### config.mk
export PLATFORM = sky130hd
export DESIGN_NAME = pm_i2c_target
export DESIGN_NICKNAME = d
export VERILOG_FILES = /design/src/core/pm_regs_pkg.sv /design/src/core/pm_i2c_target.sv /design/src/core/lamp_driver.sv /design/src/core/button_sampler.sv
export SDC_FILE = /design/constraint.sdc
export NUM_CORES = 1
export LEC_CHECK = 0
export BUFFER_PORTS_ARGS = -buffer_cell sky130_fd_sc_hd__clkbuf_2
export CORE_MARGIN = 8
export CORE_UTILIZATION = 48
export CTS_CLUSTER_SIZE = 16
export DETAILED_ROUTE_END_ITERATION = 7
export PLACE_DENSITY = 0.66
export RECOVER_POWER = 50
export SLEW_MARGIN = 20
export SYNTH_ARGS = -nofsm -noshare
export SYNTH_HDL_FRONTEND = slang
export SYNTH_SLANG_ARGS = --single-unit
export TNS_END_PERCENT = 5
### constraint.sdc
create_clock -name clk -period 5.4 [get_ports clk]
set_input_delay 0.54 -clock clk [delete_from_list [all_inputs] [get_ports clk]]
set_output_delay 0.54 -clock clk [all_outputs]
set_load 0.01 [all_outputs]
### src/core/pm_regs_pkg.sv
package pm_regs_pkg;
    localparam logic [7:0] PTR_REGISTER_SET_VERSION = 8'h00;
    localparam logic [7:0] PTR_BUS_TARGET_ADDRESS = 8'h01;
    localparam logic [7:0] PTR_POWER_LAMP_MODE = 8'h02;
    localparam logic [7:0] PTR_SENSE_CHARGE_CYCLE_COUNT = 8'h03;
    localparam logic [7:0] PTR_BUTTON_SAMPLE_HISTORY = 8'h3a;

    localparam logic [6:0] RESET_BUS_TARGET_ADDRESS = 7'h43;
    localparam logic [7:0] RESET_POWER_LAMP_MODE = 8'h01;
    localparam logic [7:0] RESET_SENSE_CHARGE_CYCLE_COUNT = 8'h00;
    localparam logic [7:0] UNLOCK_XOR = 8'hc9;
    localparam logic [7:0] READ_FILL = 8'hff;

    localparam logic [1:0] LAMP_OFF = 2'h0;
    localparam logic [1:0] LAMP_ON = 2'h1;
    localparam logic [1:0] LAMP_PULSE = 2'h2;
    localparam logic [1:0] LAMP_FLASH = 2'h3;

    localparam logic [1:0] HOST_OFF = 2'h0;
    localparam logic [1:0] HOST_BOOTING = 2'h1;
    localparam logic [1:0] HOST_ON = 2'h2;
    localparam logic [1:0] HOST_SHUTTING_DOWN = 2'h3;

    localparam int CLK_HZ = 10000000;
    localparam int TICK_MS = 50;
    localparam int TICK_CYCLES = CLK_HZ / 1000 * TICK_MS;
    localparam int HOLD_OFF_MS = 2000;
    localparam int HOLD_OFF_TICKS = HOLD_OFF_MS / TICK_MS;
    localparam int PULSE_HALF_MS = 500;
    localparam int PULSE_HALF_CYCLES = CLK_HZ / 1000 * PULSE_HALF_MS;
    localparam int FLASH_HALF_MS = 100;
    localparam int FLASH_HALF_CYCLES = CLK_HZ / 1000 * FLASH_HALF_MS;
endpackage

### src/core/pm_i2c_target.sv
`timescale 1ns/1ns
`default_nettype none
module pm_i2c_target #(
    parameter logic [7:0] SET_VERSION = 8'h5a, // Arbitrary value
    parameter int TICK = pm_regs_pkg::TICK_CYCLES,
    parameter int PULSE_HALF = pm_regs_pkg::PULSE_HALF_CYCLES,
    parameter int FLASH_HALF = pm_regs_pkg::FLASH_HALF_CYCLES
) (
    input wire logic clk,
    input wire logic rst,
    input wire logic scl,
    input wire logic sda_in,
    output logic sda_out,
    output logic sda_oe,
    input wire logic [1:0] host_state,
    input wire logic switch_pressed,
    input wire logic touch_detected,
    input wire logic nv_load_en,
    input wire logic [7:0] nv_load_ptr,
    input wire logic [7:0] nv_load_data,
    output logic nv_store_strobe,
    output logic [7:0] nv_store_ptr,
    output logic [7:0] nv_store_data,
    output logic power_lamp,
    output logic [7:0] sense_charge_cycle_count,
    output logic host_off_request
);
    typedef enum logic [2:0] {
        ST_IDLE, ST_ADDR, ST_RX, ST_ACK, ST_TX, ST_TX_ACK
    } link_state_t;

    link_state_t state, next_state;
    logic scl_meta, scl_sync, scl_prev;
    logic sda_meta, sda_sync, sda_prev;
    logic [7:0] shift, next_shift;
    logic [3:0] bit_cnt, next_bit_cnt;
    logic [1:0] byte_idx, next_byte_idx;
    logic [7:0] ptr, next_ptr;
    logic reading, next_reading;
    logic ack_ok, next_ack_ok;
    logic master_ack, next_master_ack;
    logic next_sda_oe;
    logic [7:0] shadow_ptr, next_shadow_ptr;
    logic [7:0] shadow_data, next_shadow_data;
    logic shadow_full, next_shadow_full;
    logic [6:0] bus_target_address, next_bus_target_address;
    logic [7:0] power_lamp_mode, next_power_lamp_mode;
    logic [7:0] next_sense_charge_cycle_count;
    logic next_nv_store_strobe;
    logic [7:0] next_nv_store_ptr, next_nv_store_data;
    logic [3:0] history;
    logic scl_rise, scl_fall, start_cond, stop_cond;

    function automatic logic writable(input logic [7:0] p);
        writable = (p == pm_regs_pkg::PTR_BUS_TARGET_ADDRESS) ||
                   (p == pm_regs_pkg::PTR_POWER_LAMP_MODE) ||
                   (p == pm_regs_pkg::PTR_SENSE_CHARGE_CYCLE_COUNT);
    endfunction

    // Every mapped writable register is one byte wide, so a shadow slot is
    // complete as soon as its byte lands; wider registers would extend this.
    function automatic logic last_byte_of_reg(input logic [7:0] p);
        last_byte_of_reg = writable(p);
    endfunction

    function automatic logic [7:0] read_byte(input logic [7:0] p);
        case (p)
            pm_regs_pkg::PTR_REGISTER_SET_VERSION: read_byte = SET_VERSION;
            pm_regs_pkg::PTR_BUS_TARGET_ADDRESS: read_byte = {1'b0, bus_target_address};
            pm_regs_pkg::PTR_POWER_LAMP_MODE: read_byte = power_lamp_mode;
            pm_regs_pkg::PTR_SENSE_CHARGE_CYCLE_COUNT: read_byte = sense_charge_cycle_count;
            pm_regs_pkg::PTR_BUTTON_SAMPLE_HISTORY: read_byte = {4'h0, history};
            default: read_byte = pm_regs_pkg::READ_FILL;
        endcase
    endfunction

    assign scl_rise = scl_sync && !scl_prev;
    assign scl_fall = !scl_sync && scl_prev;
    assign start_cond = scl_sync && scl_prev && sda_prev && !sda_sync;
    assign stop_cond = scl_sync && scl_prev && !sda_prev && sda_sync;

    // Bus protocol
    always_comb begin
        next_state = state;
        next_shift = shift;
        next_bit_cnt = bit_cnt;
        next_byte_idx = byte_idx;
        next_ptr = ptr;
        next_reading = reading;
        next_ack_ok = ack_ok;
        next_master_ack = master_ack;
        next_sda_oe = sda_oe;
        next_shadow_ptr = shadow_ptr;
        next_shadow_data = shadow_data;
        next_shadow_full = 1'b0;
        if (start_cond) begin
            next_state = ST_ADDR;
            next_bit_cnt = 4'h0;
            next_byte_idx = 2'h0;
            next_sda_oe = 1'b0;
        end else if (stop_cond) begin
            // A register left half written simply never reaches the commit
            next_state = ST_IDLE;
            next_sda_oe = 1'b0;
        end else begin
            case (state)
                ST_ADDR, ST_RX: begin
                    if (scl_rise && bit_cnt < 4'h8) begin
                        next_shift = {shift[6:0], sda_sync};
                        next_bit_cnt = bit_cnt + 4'h1;
                    end else if (scl_fall && bit_cnt == 4'h8) begin
                        next_bit_cnt = 4'h0;
                        next_state = ST_ACK;
                        next_ack_ok = 1'b1;
                        if (state == ST_ADDR) begin
                            next_ack_ok = (shift[7:1] == bus_target_address);
                            next_reading = shift[0];
                        end else if (byte_idx == 2'h0) begin
                            next_ptr = shift;
                            next_byte_idx = 2'h1;
                        end else if (byte_idx == 2'h1) begin
                            next_ack_ok = (shift == ({bus_target_address, 1'b0} ^
                                           pm_regs_pkg::UNLOCK_XOR ^ ptr));
                            next_byte_idx = 2'h2;
                        end else if (writable(ptr)) begin
                            next_shadow_ptr = ptr;
                            next_shadow_data = shift;
                            next_shadow_full = last_byte_of_reg(ptr);
                            next_ptr = ptr + 8'h1;
                        end else begin
                            next_ack_ok = 1'b0;
                        end
                        next_sda_oe = next_ack_ok;
                    end
                end
                ST_ACK: begin
                    if (scl_fall) begin
                        next_sda_oe = 1'b0;
                        if (!ack_ok) begin
                            next_state = ST_IDLE;
                        end else if (reading) begin
                            next_state = ST_TX;
                            next_shift = read_byte(ptr);
                            next_ptr = ptr + 8'h1;
                            next_sda_oe = !next_shift[7];
                            next_bit_cnt = 4'h1;
                        end else begin
                            next_state = ST_RX;
                        end
                    end
                end
                ST_TX: begin
                    if (scl_fall) begin
                        if (bit_cnt == 4'h8) begin
                            next_sda_oe = 1'b0;
                            next_state = ST_TX_ACK;
                        end else begin
                            next_sda_oe = !shift[3'(4'h7 - bit_cnt)];
                            next_bit_cnt = bit_cnt + 4'h1;
                        end
                    end
                end
                ST_TX_ACK: begin
                    if (scl_rise) begin
                        next_master_ack = !sda_sync;
                    end else if (scl_fall) begin
                        if (master_ack) begin
                            next_state = ST_TX;
                            next_shift = read_byte(ptr);
                            next_ptr = ptr + 8'h1;
                            next_sda_oe = !next_shift[7];
                            next_bit_cnt = 4'h1;
                        end else begin
                            next_state = ST_IDLE;
                        end
                    end
                end
                default: next_state = ST_IDLE;
            endcase
        end
    end

    // Register file, committed from the shadow one cycle after a full byte
    always_comb begin
        next_bus_target_address = bus_target_address;
        next_power_lamp_mode = power_lamp_mode;
        next_sense_charge_cycle_count = sense_charge_cycle_count;
        next_nv_store_strobe = 1'b0;
        next_nv_store_ptr = nv_store_ptr;
        next_nv_store_data = nv_store_data;
        if (shadow_full) begin
            case (shadow_ptr)
                pm_regs_pkg::PTR_BUS_TARGET_ADDRESS: next_bus_target_address = shadow_data[6:0];
                pm_regs_pkg::PTR_POWER_LAMP_MODE: next_power_lamp_mode = shadow_data;
                pm_regs_pkg::PTR_SENSE_CHARGE_CYCLE_COUNT: next_sense_charge_cycle_count = shadow_data;
                default: next_power_lamp_mode = power_lamp_mode;
            endcase
            next_nv_store_strobe = 1'b1;
            next_nv_store_ptr = shadow_ptr;
            next_nv_store_data = shadow_data;
            if (shadow_ptr == pm_regs_pkg::PTR_BUS_TARGET_ADDRESS) begin
                // Only seven address bits exist, so only those are saved
                next_nv_store_data = {1'b0, shadow_data[6:0]};
            end
        end else if (nv_load_en) begin
            // Restoring saved values after power-up
            case (nv_load_ptr)
                pm_regs_pkg::PTR_BUS_TARGET_ADDRESS: next_bus_target_address = nv_load_data[6:0];
                pm_regs_pkg::PTR_POWER_LAMP_MODE: next_power_lamp_mode = nv_load_data;
                pm_regs_pkg::PTR_SENSE_CHARGE_CYCLE_COUNT: next_sense_charge_cycle_count = nv_load_data;
                default: next_power_lamp_mode = power_lamp_mode;
            endcase
        end
    end

    always_ff @(posedge clk) begin
        if (rst) begin
            scl_meta <= 1'b1;
            scl_sync <= 1'b1;
            scl_prev <= 1'b1;
            sda_meta <= 1'b1;
            sda_sync <= 1'b1;
            sda_prev <= 1'b1;
            state <= ST_IDLE;
            shift <= 8'h00;
            bit_cnt <= 4'h0;
            byte_idx <= 2'h0;
            ptr <= 8'h00;
            reading <= 1'b0;
            ack_ok <= 1'b0;
            master_ack <= 1'b0;
            sda_oe <= 1'b0;
            sda_out <= 1'b0;
            shadow_ptr <= 8'h00;
            shadow_data <= 8'h00;
            shadow_full <= 1'b0;
        end else begin
            scl_meta <= scl;
            scl_sync <= scl_meta;
            scl_prev <= scl_sync;
            sda_meta <= sda_in;
            sda_sync <= sda_meta;
            sda_prev <= sda_sync;
            state <= next_state;
            shift <= next_shift;
            bit_cnt <= next_bit_cnt;
            byte_idx <= next_byte_idx;
            ptr <= next_ptr;
            reading <= next_reading;
            ack_ok <= next_ack_ok;
            master_ack <= next_master_ack;
            sda_oe <= next_sda_oe;
            sda_out <= 1'b0;
            shadow_ptr <= next_shadow_ptr;
            shadow_data <= next_shadow_data;
            shadow_full <= next_shadow_full;
        end
    end

    always_ff @(posedge clk) begin
        if (rst) begin
            bus_target_address <= pm_regs_pkg::RESET_BUS_TARGET_ADDRESS;
            power_lamp_mode <= pm_regs_pkg::RESET_POWER_LAMP_MODE;
            sense_charge_cycle_count <= pm_regs_pkg::RESET_SENSE_CHARGE_CYCLE_COUNT;
            nv_store_strobe <= 1'b0;
            nv_store_ptr <= 8'h00;
            nv_store_data <= 8'h00;
        end else begin
            bus_target_address <= next_bus_target_address;
            power_lamp_mode <= next_power_lamp_mode;
            sense_charge_cycle_count <= next_sense_charge_cycle_count;
            nv_store_strobe <= next_nv_store_strobe;
            nv_store_ptr <= next_nv_store_ptr;
            nv_store_data <= next_nv_store_data;
        end
    end

    lamp_driver #(
        .PULSE_HALF(PULSE_HALF),
        .FLASH_HALF(FLASH_HALF)
    ) u_lamp (
        .clk(clk),
        .rst(rst),
        .power_lamp_mode(power_lamp_mode),
        .host_state(host_state),
        .power_lamp(power_lamp)
    );

    button_sampler #(
        .TICK(TICK),
        .HOLD_TICKS(pm_regs_pkg::HOLD_OFF_TICKS)
    ) u_button (
        .clk(clk),
        .rst(rst),
        .switch_pressed(switch_pressed),
        .touch_detected(touch_detected),
        .sense_charge_cycle_count(sense_charge_cycle_count),
        .history(history),
        .off_request(host_off_request)
    );
endmodule // pm_i2c_target
`default_nettype wire

### src/core/lamp_driver.sv
`timescale 1ns/1ns
`default_nettype none
module lamp_driver #(
    parameter int PULSE_HALF = pm_regs_pkg::PULSE_HALF_CYCLES,
    parameter int FLASH_HALF = pm_regs_pkg::FLASH_HALF_CYCLES
) (
    input wire logic clk,
    input wire logic rst,
    input wire logic [7:0] power_lamp_mode,
    input wire logic [1:0] host_state,
    output logic power_lamp
);
    logic [23:0] pulse_cnt, next_pulse_cnt;
    logic [23:0] flash_cnt, next_flash_cnt;
    logic pulse_ph, next_pulse_ph;
    logic flash_ph, next_flash_ph;
    logic next_power_lamp;

    always_comb begin
        next_pulse_cnt = pulse_cnt + 24'h1;
        next_pulse_ph = pulse_ph;
        if (pulse_cnt >= 24'(PULSE_HALF - 1)) begin
            next_pulse_cnt = 24'h0;
            next_pulse_ph = ~pulse_ph;
        end
        next_flash_cnt = flash_cnt + 24'h1;
        next_flash_ph = flash_ph;
        if (flash_cnt >= 24'(FLASH_HALF - 1)) begin
            next_flash_cnt = 24'h0;
            next_flash_ph = ~flash_ph;
        end
        // The device owns the lamp outside the on state
        case (host_state)
            pm_regs_pkg::HOST_OFF: next_power_lamp = 1'b0;
            pm_regs_pkg::HOST_ON: begin
                case (power_lamp_mode[1:0])
                    pm_regs_pkg::LAMP_OFF: next_power_lamp = 1'b0;
                    pm_regs_pkg::LAMP_ON: next_power_lamp = 1'b1;
                    pm_regs_pkg::LAMP_PULSE: next_power_lamp = pulse_ph;
                    default: next_power_lamp = flash_ph;
                endcase
            end
            default: next_power_lamp = pulse_ph;
        endcase
    end

    always_ff @(posedge clk) begin
        if (rst) begin
            pulse_cnt <= 24'h0;
            flash_cnt <= 24'h0;
            pulse_ph <= 1'b0;
            flash_ph <= 1'b0;
            power_lamp <= 1'b0;
        end else begin
            pulse_cnt <= next_pulse_cnt;
            flash_cnt <= next_flash_cnt;
            pulse_ph <= next_pulse_ph;
            flash_ph <= next_flash_ph;
            power_lamp <= next_power_lamp;
        end
    end
endmodule // lamp_driver
`default_nettype wire

### src/core/button_sampler.sv
`timescale 1ns/1ns
`default_nettype none
module button_sampler #(
    parameter int TICK = pm_regs_pkg::TICK_CYCLES,
    parameter int HOLD_TICKS = pm_regs_pkg::HOLD_OFF_TICKS
) (
    input wire logic clk,
    input wire logic rst,
    input wire logic switch_pressed,
    input wire logic touch_detected,
    input wire logic [7:0] sense_charge_cycle_count,
    output logic [3:0] history,
    output logic off_request
);
    logic sw_meta, sw_sync, tp_meta, tp_sync;
    logic [23:0] tick_cnt, next_tick_cnt;
    logic [3:0] next_history;
    logic [15:0] hold_cnt, next_hold_cnt;
    logic next_off_request;
    logic sample;

    always_comb begin
        // Zero count keeps the mechanical switch, nonzero selects touch
        sample = (sense_charge_cycle_count == 8'h00) ? sw_sync : tp_sync;
        next_tick_cnt = tick_cnt + 24'h1;
        next_history = history;
        next_hold_cnt = hold_cnt;
        next_off_request = 1'b0;
        if (tick_cnt >= 24'(TICK - 1)) begin
            next_tick_cnt = 24'h0;
            next_history = {history[2:0], sample};
            if (!sample) begin
                next_hold_cnt = 16'h0;
            end else if (hold_cnt != 16'hffff) begin
                next_hold_cnt = hold_cnt + 16'h1;
            end
            // One request per hold; short presses are left to software
            next_off_request = sample && (hold_cnt == 16'(HOLD_TICKS - 1));
        end
    end

    always_ff @(posedge clk) begin
        if (rst) begin
            sw_meta <= 1'b0;
            sw_sync <= 1'b0;
            tp_meta <= 1'b0;
            tp_sync <= 1'b0;
            tick_cnt <= 24'h0;
            history <= 4'h0;
            hold_cnt <= 16'h0;
            off_request <= 1'b0;
        end else begin
            sw_meta <= switch_pressed;
            sw_sync <= sw_meta;
            tp_meta <= touch_detected;
            tp_sync <= tp_meta;
            tick_cnt <= next_tick_cnt;
            history <= next_history;
            hold_cnt <= next_hold_cnt;
            off_request <= next_off_request;
        end
    end
endmodule // button_sampler
`default_nettype wire

==> metrics.txt, run 1 <==
# TYPE chip_impl_metric gauge
chip_impl_metric{name="post_synth_xor_area_fraction",unit="%"} 8.20
chip_impl_info{name="crit_end",value="shadow_ptr[7]$_SDFFE_PP0P_"} 1
chip_impl_info{name="synthMostInstantiatedCell",value="dfxtp_1"} 1
chip_impl_info{name="r2r_end",value="shadow_ptr[7]$_SDFFE_PP0P_"} 1
chip_impl_metric{name="post_cts.repair.setup_buffers",unit=""} 0
chip_impl_metric{name="cts.clk_slew.worst_paths",unit="ns"} 0.08
chip_impl_metric{name="tightestPinTransition",unit="ns"} 1.23
chip_impl_metric{name="die-area",unit="mm²"} 0.0231
chip_impl_metric{name="initial_core_util",unit="%"} 49.2
chip_impl_metric{name="postCtsHoldBufs",unit=""} 0
chip_impl_metric{name="synth.distinct_cells",unit=""} 75
chip_impl_metric{name="finish.cell_count_without_fillers",unit=""} 1299
chip_impl_metric{name="die_x",unit="µm"} 152
chip_impl_metric{name="ir_drop",unit="mV"} 0.212
chip_impl_metric{name="hold_violations",unit=""} 0
chip_impl_metric{name="ff2ff_path_depth",unit=""} 6
chip_impl_metric{name="global_route.overflow_total",unit=""} 0
chip_impl_metric{name="design.portCount",unit=""} 54
chip_impl_metric{name="drt_pre_antenna_iters",unit=""} 5
chip_impl_metric{name="clock_insertion_delay_worst_skew",unit="ns"} 0.43
chip_impl_metric{name="vias_after_detailed_routing",unit=""} 7116
chip_impl_metric{name="area_delta_synth_final",unit="%"} 10.8
chip_impl_metric{name="route.detailed.wl_per_inst",unit="µm"} 14.7
chip_impl_info{name="combinational_family_with_the_most_area_after_synthesis",value="simple AND/OR/NAND/NOR gates"} 1
chip_impl_metric{name="cp_data_required_time",unit="ns"} 5.73
chip_impl_metric{name="place.gp.congestion",unit=""} 0.813
chip_impl_info{name="netlist_top_cells_count",value="dfxtp_1 (192), nor2_1 (155), nand2_1 (69)"} 1
chip_impl_metric{name="yosys.area.top_type_share",unit="%"} 43.2
chip_impl_metric{name="setup_total_negative_slack",unit="ns"} 0
chip_impl_metric{name="detailed_place_hpwl",unit="µm"} 13200
chip_impl_metric{name="postSynthRegisterBits",unit=""} 192
chip_impl_metric{name="final-setup-viol-count",unit=""} 0
chip_impl_info{name="critical_path_class",value="flip-flop to flip-flop"} 1
chip_impl_info{name="ys_top_cells_by_area",value="dfxtp_1 (43%), nor2_1 (6.5%), mux2i_1 (4.8%)"} 1
chip_impl_metric{name="htree_levels",unit=""} 4
chip_impl_metric{name="drive_above_1_share",unit="%"} 7.94
chip_impl_metric{name="num_rows",unit=""} 49
chip_impl_info{name="synth.largest_area_cell",value="dfxtp_1"} 1
chip_impl_metric{name="coreArea",unit="mm²"} 0.0181
chip_impl_info{name="clockRootBuffer",value="clkbuf_16"} 1
chip_impl_metric{name="max_cap_viol",unit=""} 0
chip_impl_metric{name="synth_async_sr_flop_share",unit="%"} 0
chip_impl_metric{name="synth_compound_gate_area_share",unit="%"} 13.2
chip_impl_info{name="tritoncts_clock_tree",value="yes"} 1
chip_impl_metric{name="rrSetupSlack",unit="ns"} 2.50
chip_impl_metric{name="slew_headroom",unit="%"} 17.8
chip_impl_info{name="status",value="completed"} 1
chip_impl_metric{name="layout_min_cycle_time",unit="ns"} 2.90
chip_impl_metric{name="synth_enable_flop_cells",unit=""} 0
chip_impl_metric{name="synth_simple_gate_area_share",unit="%"} 24.9
chip_impl_metric{name="via_count_of_the_first_global_routing_pass",unit=""} 6558
chip_impl_metric{name="cellPowerDensity",unit="mW/mm²"} 284
chip_impl_metric{name="syn_inst",unit=""} 1023
chip_impl_metric{name="post_synth_instance_area",unit="mm²"} 0.00889
chip_impl_metric{name="cts_made_buffers",unit=""} 17
chip_impl_info{name="hp-class",value="input pin to flip-flop"} 1
chip_impl_metric{name="cts_repair_resizes",unit=""} 0
chip_impl_metric{name="cts_buffer_depth",unit=""} 2
chip_impl_metric{name="yosysWarningCount",unit=""} 0
chip_impl_metric{name="dpl_cells",unit=""} 1267
chip_impl_metric{name="clock_sinks",unit=""} 192
chip_impl_metric{name="n_fill_cell",unit=""} 1717
chip_impl_metric{name="worst_clock_skew",unit="ns"} 0.0114
chip_impl_metric{name="area_taken_by_flip_flops_and_latches",unit="mm²"} 0.00384
chip_impl_metric{name="routed_wirelength",unit="µm"} 19000
chip_impl_metric{name="synth_adder_area_share",unit="%"} 1.49
chip_impl_metric{name="grt_max_degree",unit=""} 91
chip_impl_metric{name="crit_path_max_fanout",unit=""} 11
chip_impl_metric{name="io_buffer_count",unit=""} 52
chip_impl_metric{name="final_max_slew_viol_count",unit=""} 0
chip_impl_info{name="rsz0062_at_grt",value="false"} 1
chip_impl_metric{name="worst-endpoint-arrival",unit="ns"} 3.24
chip_impl_metric{name="antenna_violations_before_repair",unit=""} 0
chip_impl_metric{name="multi_input_area",unit="mm²"} 0.00478
chip_impl_metric{name="globalRouteTotalUtil",unit="%"} 16.5
chip_impl_metric{name="synth.yosys.seq_area_share",unit="%"} 43.2
chip_impl_metric{name="post_synth_mux_area_share",unit="%"} 5.47
chip_impl_info{name="ys.flop_type",value="dfxtp_1"} 1
chip_impl_metric{name="average_instance_area_after_synthesis",unit="µm²"} 8.69
chip_impl_metric{name="die_h",unit="µm"} 152
chip_impl_info{name="crit_path_start",value="scl_prev$_SDFF_PP1_"} 1
chip_impl_metric{name="period_share",unit="%"} 53.7
chip_impl_metric{name="drt_iter0_drc",unit=""} 559
chip_impl_metric{name="total_leakage_power",unit="nW"} 3.37
chip_impl_metric{name="fmaxAchievable",unit="MHz"} 345
chip_impl_metric{name="layout.nets",unit=""} 1091
chip_impl_info{name="worstReg2RegStart",value="scl_prev$_SDFF_PP1_"} 1
chip_impl_metric{name="route.detailed.drc",unit=""} 0
chip_impl_metric{name="drtAntennaViolNets",unit=""} 0
chip_impl_info{name="end_kind",value="flip-flop"} 1
chip_impl_metric{name="avgViaCountPerCell",unit=""} 5.48
chip_impl_metric{name="grt_first_pass_wirelength",unit="µm"} 32400
chip_impl_metric{name="n_antenna_cell",unit=""} 0
chip_impl_info{name="start_kind",value="flip-flop"} 1
[power by group]
part | internal, mW | switching, mW
registers | 1.43 | 0.0140
clock network | 0.715 | 0.560
logic | 0.0313 | 0.0541
[worst min path at each step]
stage | start | cells after the start | slack, ns | endpoint
6_report | scl | 2 | 0.29 | scl_meta$_SDFF_PP1_
5_1_grt | scl | 2 | 0.29 | scl_meta$_SDFF_PP1_
4_1_cts | scl | 2 | 0.28 | scl_meta$_SDFF_PP1_
3_5_place_dp | sda_meta$_SDFF_PP1_ | 1 | 0.42 | sda_sync$_SDFF_PP1_
3_3_place_gp | sda_meta$_SDFF_PP1_ | 1 | 0.42 | sda_sync$_SDFF_PP1_
2_1_floorplan | scl_meta$_SDFF_PP1_ | 1 | 0.39 | scl_sync$_SDFF_PP1_
[sequential cells by signal (all words and copies together), names as in the netlist, 4 cells and up]
register,cells
u_button.tick_cnt,24
u_lamp.flash_cnt,24
u_lamp.pulse_cnt,24
u_button.hold_cnt,16
nv_store_data,8
nv_store_ptr,8
power_lamp_mode,8
ptr,8
sense_charge_cycle_count,8
shadow_data,8
shadow_ptr,8
shift,8
bus_target_address,7
bit_cnt,4
u_button.history,4
[stage by stage]
step	instance area (µm²)	hold WS, ns	total power, mW	utilization [%]	setup slack, ns
floorplan	8930	0.389	1.53	-	3.09
global placement	9300	0.416	1.56	51.4	2.59
detailed placement	9310	0.418	1.56	51.4	2.50
CTS	9900	0.276	2.84	54.8	2.47
global route	9860	0.285	2.91	54.5	2.29
finish	9860	0.290	2.80	54.5	2.50
[cells in the final DEF (no fill, tap or decap), types with 12 or more instances in the layout]
master	instances
dfxtp_1	192
nor2_1	155
nand2_1	69
a21oi_1	61
o21ai_0	50
mux2i_1	43
nand3_1	35
xor2_1	35
xnor2_1	35
clkbuf_1	30
inv_1	26
clkbuf_2	23
nand2b_1	19
and3_1	19
clkbuf_16	17
nor2b_1	16
nand4_1	16
nor3_1	15
or3_1	15
or2_2	13
and2_1	12
or4_1	12
[layout make-up]
class / instances / share of cell area (%)
Clock buffer: 19 / 4.60
Inverter: 26 / 0.990
Clock inverter: 13 / 1.49
Tap cell: 229 / 2.91
Multi-Input combinational cell: 764 / 48.5
Timing Repair Buffer: 56 / 2.54
Sequential cell: 192 / 39.0
[critical path, stage by stage (launching register included)]
cell     delay, ns
dfxtp_1       0.46
nor2b_1       0.47
and2_0        0.37
nand3_1       0.19
nor3_2        0.87
nor2_1        0.21
and2_1        0.23
[cell families (layout without fill, tap and decap cells)]
logic type,after synthesis,count (layout)
flops,192,192
xor+xnor,75,75
other cells,1,11
buf+inv,77,114
compound gates,183,183
simple gates,438,438
fa+ha+maj,11,11
mux,46,46
[metal layers]
metal	up-vias	share of wire [%]	track usage (%)
met5	-	0	0
met4	0	2.5	6.62
met3	28	4.0	4.06
met2	101	45	25.8
met1	3337	48	21.5
li1	3650	-	-
Note: power is estimated with default switching activity, not from simulation.
==> inputs of run 2 (changes only) <==
==> constraint.sdc (replaced) <==
create_clock -name clk -period 2.75 [get_ports clk]
set_input_delay 0.275 -clock clk [delete_from_list [all_inputs] [get_ports clk]]
set_output_delay 0.275 -clock clk [all_outputs]
set_load 0.01 [all_outputs]
==> run 2 against run 1 <==
Net effect: clock power rose by 100%; wire length rose by 5.5%; largest cell class unchanged; critical endpoint is now sda_oe$_SDFFE_PP0P_; register-to-register slack got worse by 2.3 ns; the run now ends with max-capacitance violations, max-slew violations left; core utilization rose by 0.86 points; maximum frequency rose by 12%; worst hold slack got worse by 0.26 ns; sequential share of layout area fell by 0.60 points; sequential cell count did not move.
==> metrics.txt, run 2 (synthesized netlist as in run 1, its figures left out) <==
# TYPE chip_impl_metric gauge
chip_impl_info{name="status",value="finished, violations left"} 1
chip_impl_info{name="violations",value="max-capacitance violations, max-slew violations"} 1
chip_impl_metric{name="n_fill_cell",unit=""} 1696
chip_impl_metric{name="grt_first_pass_wirelength",unit="µm"} 33800
chip_impl_metric{name="die_h",unit="µm"} 152
chip_impl_metric{name="avgViaCountPerCell",unit=""} 5.50
chip_impl_metric{name="htree_levels",unit=""} 4
chip_impl_metric{name="layout_min_cycle_time",unit="ns"} 2.58
chip_impl_info{name="hold_path_end",value="scl_meta$_SDFF_PP1_"} 1
chip_impl_metric{name="drt_pre_antenna_iters",unit=""} 6
chip_impl_info{name="worstReg2RegStart",value="ptr[1]$_SDFFE_PP0P_"} 1
chip_impl_metric{name="fmaxAchievable",unit="MHz"} 388
chip_impl_metric{name="clock_insertion_delay_worst_skew",unit="ns"} 0.44
chip_impl_metric{name="ff2ff_path_depth",unit=""} 8
chip_impl_metric{name="layout.nets",unit=""} 1109
chip_impl_info{name="layout_top_registers",value="u_button.tick_cnt (24), u_lamp.flash_cnt (24), u_lamp.pulse_cnt (24)"} 1
chip_impl_metric{name="rrSetupSlack",unit="ns"} 0.17
chip_impl_info{name="min_from",value="scl"} 1
chip_impl_metric{name="area_delta_synth_final",unit="%"} 12.6
chip_impl_metric{name="worst-endpoint-arrival",unit="ns"} 2.90
chip_impl_metric{name="cp_data_required_time",unit="ns"} 3.07
chip_impl_info{name="hp-class",value="input pin to flip-flop"} 1
chip_impl_metric{name="worst_clock_skew",unit="ns"} 0.0115
chip_impl_metric{name="tightestPinTransition",unit="ns"} 1.68
chip_impl_metric{name="cts.clk_slew.worst_paths",unit="ns"} 0.07
chip_impl_info{name="tritoncts_clock_tree",value="yes"} 1
chip_impl_info{name="critical_path_class",value="flip-flop to flip-flop"} 1
chip_impl_metric{name="antenna_violations_before_repair",unit=""} 0
chip_impl_metric{name="drt_iter0_drc",unit=""} 602
chip_impl_metric{name="ir_drop",unit="mV"} 0.411
chip_impl_metric{name="cts_buffer_depth",unit=""} 2
chip_impl_metric{name="io_buffer_count",unit=""} 52
chip_impl_metric{name="route.detailed.drc",unit=""} 0
chip_impl_metric{name="final_cell_area",unit="mm²"} 0.0100
chip_impl_metric{name="crit_path_max_fanout",unit=""} 8
chip_impl_metric{name="design.portCount",unit=""} 54
chip_impl_metric{name="detailed_place.area",unit="mm²"} 0.00945
chip_impl_info{name="most_frequent_cells_in_the_layout",value="dfxtp_1 (191), nor2_1 (155), nand2_1 (69), a21oi_1 (61), o21ai_0 (50)"} 1
chip_impl_metric{name="drtAntennaViolNets",unit=""} 0
chip_impl_metric{name="global_route.overflow_total",unit=""} 0
chip_impl_info{name="r2r_end",value="sda_oe$_SDFFE_PP0P_"} 1
chip_impl_metric{name="n_antenna_cell",unit=""} 0
chip_impl_metric{name="routed_wirelength",unit="µm"} 20100
chip_impl_metric{name="clock_sinks",unit=""} 192
chip_impl_metric{name="num_rows",unit=""} 49
chip_impl_metric{name="detailed_place_hpwl",unit="µm"} 14000
chip_impl_metric{name="die-area",unit="mm²"} 0.0231
chip_impl_metric{name="setup_total_negative_slack",unit="ns"} 0
chip_impl_metric{name="hold_path_depth",unit=""} 2
chip_impl_info{name="end_kind",value="flip-flop"} 1
chip_impl_metric{name="drive_above_1_share",unit="%"} 9.19
chip_impl_metric{name="total_leakage_power",unit="nW"} 3.48
chip_impl_info{name="rsz0062_at_grt",value="false"} 1
chip_impl_info{name="layout_commonest_cell",value="dfxtp_1"} 1
chip_impl_metric{name="final_max_slew_viol_count",unit=""} 49
chip_impl_info{name="start_kind",value="flip-flop"} 1
chip_impl_metric{name="die_x",unit="µm"} 152
chip_impl_metric{name="max_cap_viol",unit=""} 1
chip_impl_metric{name="slew_headroom",unit="%"} -12.0
chip_impl_info{name="clockRootBuffer",value="clkbuf_16"} 1
chip_impl_metric{name="cts_made_buffers",unit=""} 17
chip_impl_metric{name="via_count_of_the_first_global_routing_pass",unit=""} 6671
chip_impl_metric{name="hold_violations",unit=""} 0
chip_impl_metric{name="cellPowerDensity",unit="mW/mm²"} 561
chip_impl_metric{name="final-setup-viol-count",unit=""} 0
chip_impl_metric{name="coreArea",unit="mm²"} 0.0181
chip_impl_metric{name="place.gp.congestion",unit=""} 0.912
chip_impl_metric{name="route.detailed.wl_per_inst",unit="µm"} 15.2
chip_impl_metric{name="globalRouteTotalUtil",unit="%"} 17.6
chip_impl_metric{name="vias_after_detailed_routing",unit=""} 7249
chip_impl_metric{name="initial_core_util",unit="%"} 49.2
chip_impl_metric{name="grt_max_degree",unit=""} 58
chip_impl_metric{name="period_share",unit="%"} 93.8
==> run 2: timing repair <==
action                                 CTS  global route
endpoints found under the hold margin    0             0
resized for setup                        0             2
hold buffers                             0             0
buffers inserted                         0             0
setup endpoints to repair                0             7
==> run 2: cell type report <==
type | count | area [µm²] | share of cell area [%]
Clock buffer | 19 | 453 | 4.52
Tap cell | 229 | 287 | 2.86
Clock inverter | 13 | 179 | 1.79
Multi-Input combinational cell | 764 | 4770 | 47.7
Inverter | 26 | 97.6 | 0.975
Sequential cell | 192 | 3840 | 38.4
Timing Repair Buffer | 74 | 377 | 3.76
==> run 2: critical path: stages (launching register included) <==
cell and delay (ns):
dfxtp_1 0.44, inv_1 0.12, ha_1 0.29, or3_1 0.47, o211a_1 0.29, o22a_1 0.25
a311oi_1 0.30, a2bb2oi_1 0.20, o31ai_1 0.09
==> run 2: stage by stage <==
stage               utilization (%)  setup WS (ns)  std cells  hold slack, ns  total power, mW
floorplan                         -          0.437       1033           0.379             3.01
global route                   55.4         0.0105       1317          0.0102             5.82
detailed placement             52.2          0.241       1285           0.428             3.08
CTS                            55.7          0.215       1317          0.0117             5.68
global placement               52.2          0.324       1285           0.427             3.08
finish                         55.4          0.170       1317          0.0265             5.62
==> run 2: per-layer routing <==
layer  part of all wire [%]  GRT usage [%]
met2                     47           28.5
met5                      0              0
met3                    4.2           3.46
met4                    2.0           6.19
met1                     47           22.8
==> run 2: worst max path at each step <==
stage | startpoint | endpoint | slack, ns
after global placement | ptr[0]$_SDFFE_PP0P_ | ptr[4]$_SDFFE_PP0P_ | 0.32
after floorplan | ptr[1]$_SDFFE_PP0P_ | ptr[1]$_SDFFE_PP0P_ | 0.44
after detailed placement | ptr[0]$_SDFFE_PP0P_ | sda_oe$_SDFFE_PP0P_ | 0.24
after global routing | rst | shadow_ptr[2]$_SDFFE_PP0P_ | 0.01
final | ptr[1]$_SDFFE_PP0P_ | sda_oe$_SDFFE_PP0P_ | 0.17
after CTS | ptr[0]$_SDFFE_PP0P_ | sda_oe$_SDFFE_PP0P_ | 0.22
==> run 2: where the power goes <==
group,switching (mW),internal [mW]
registers,0.0218,2.81
clock network,1.11,1.50
logic,0.118,0.0685
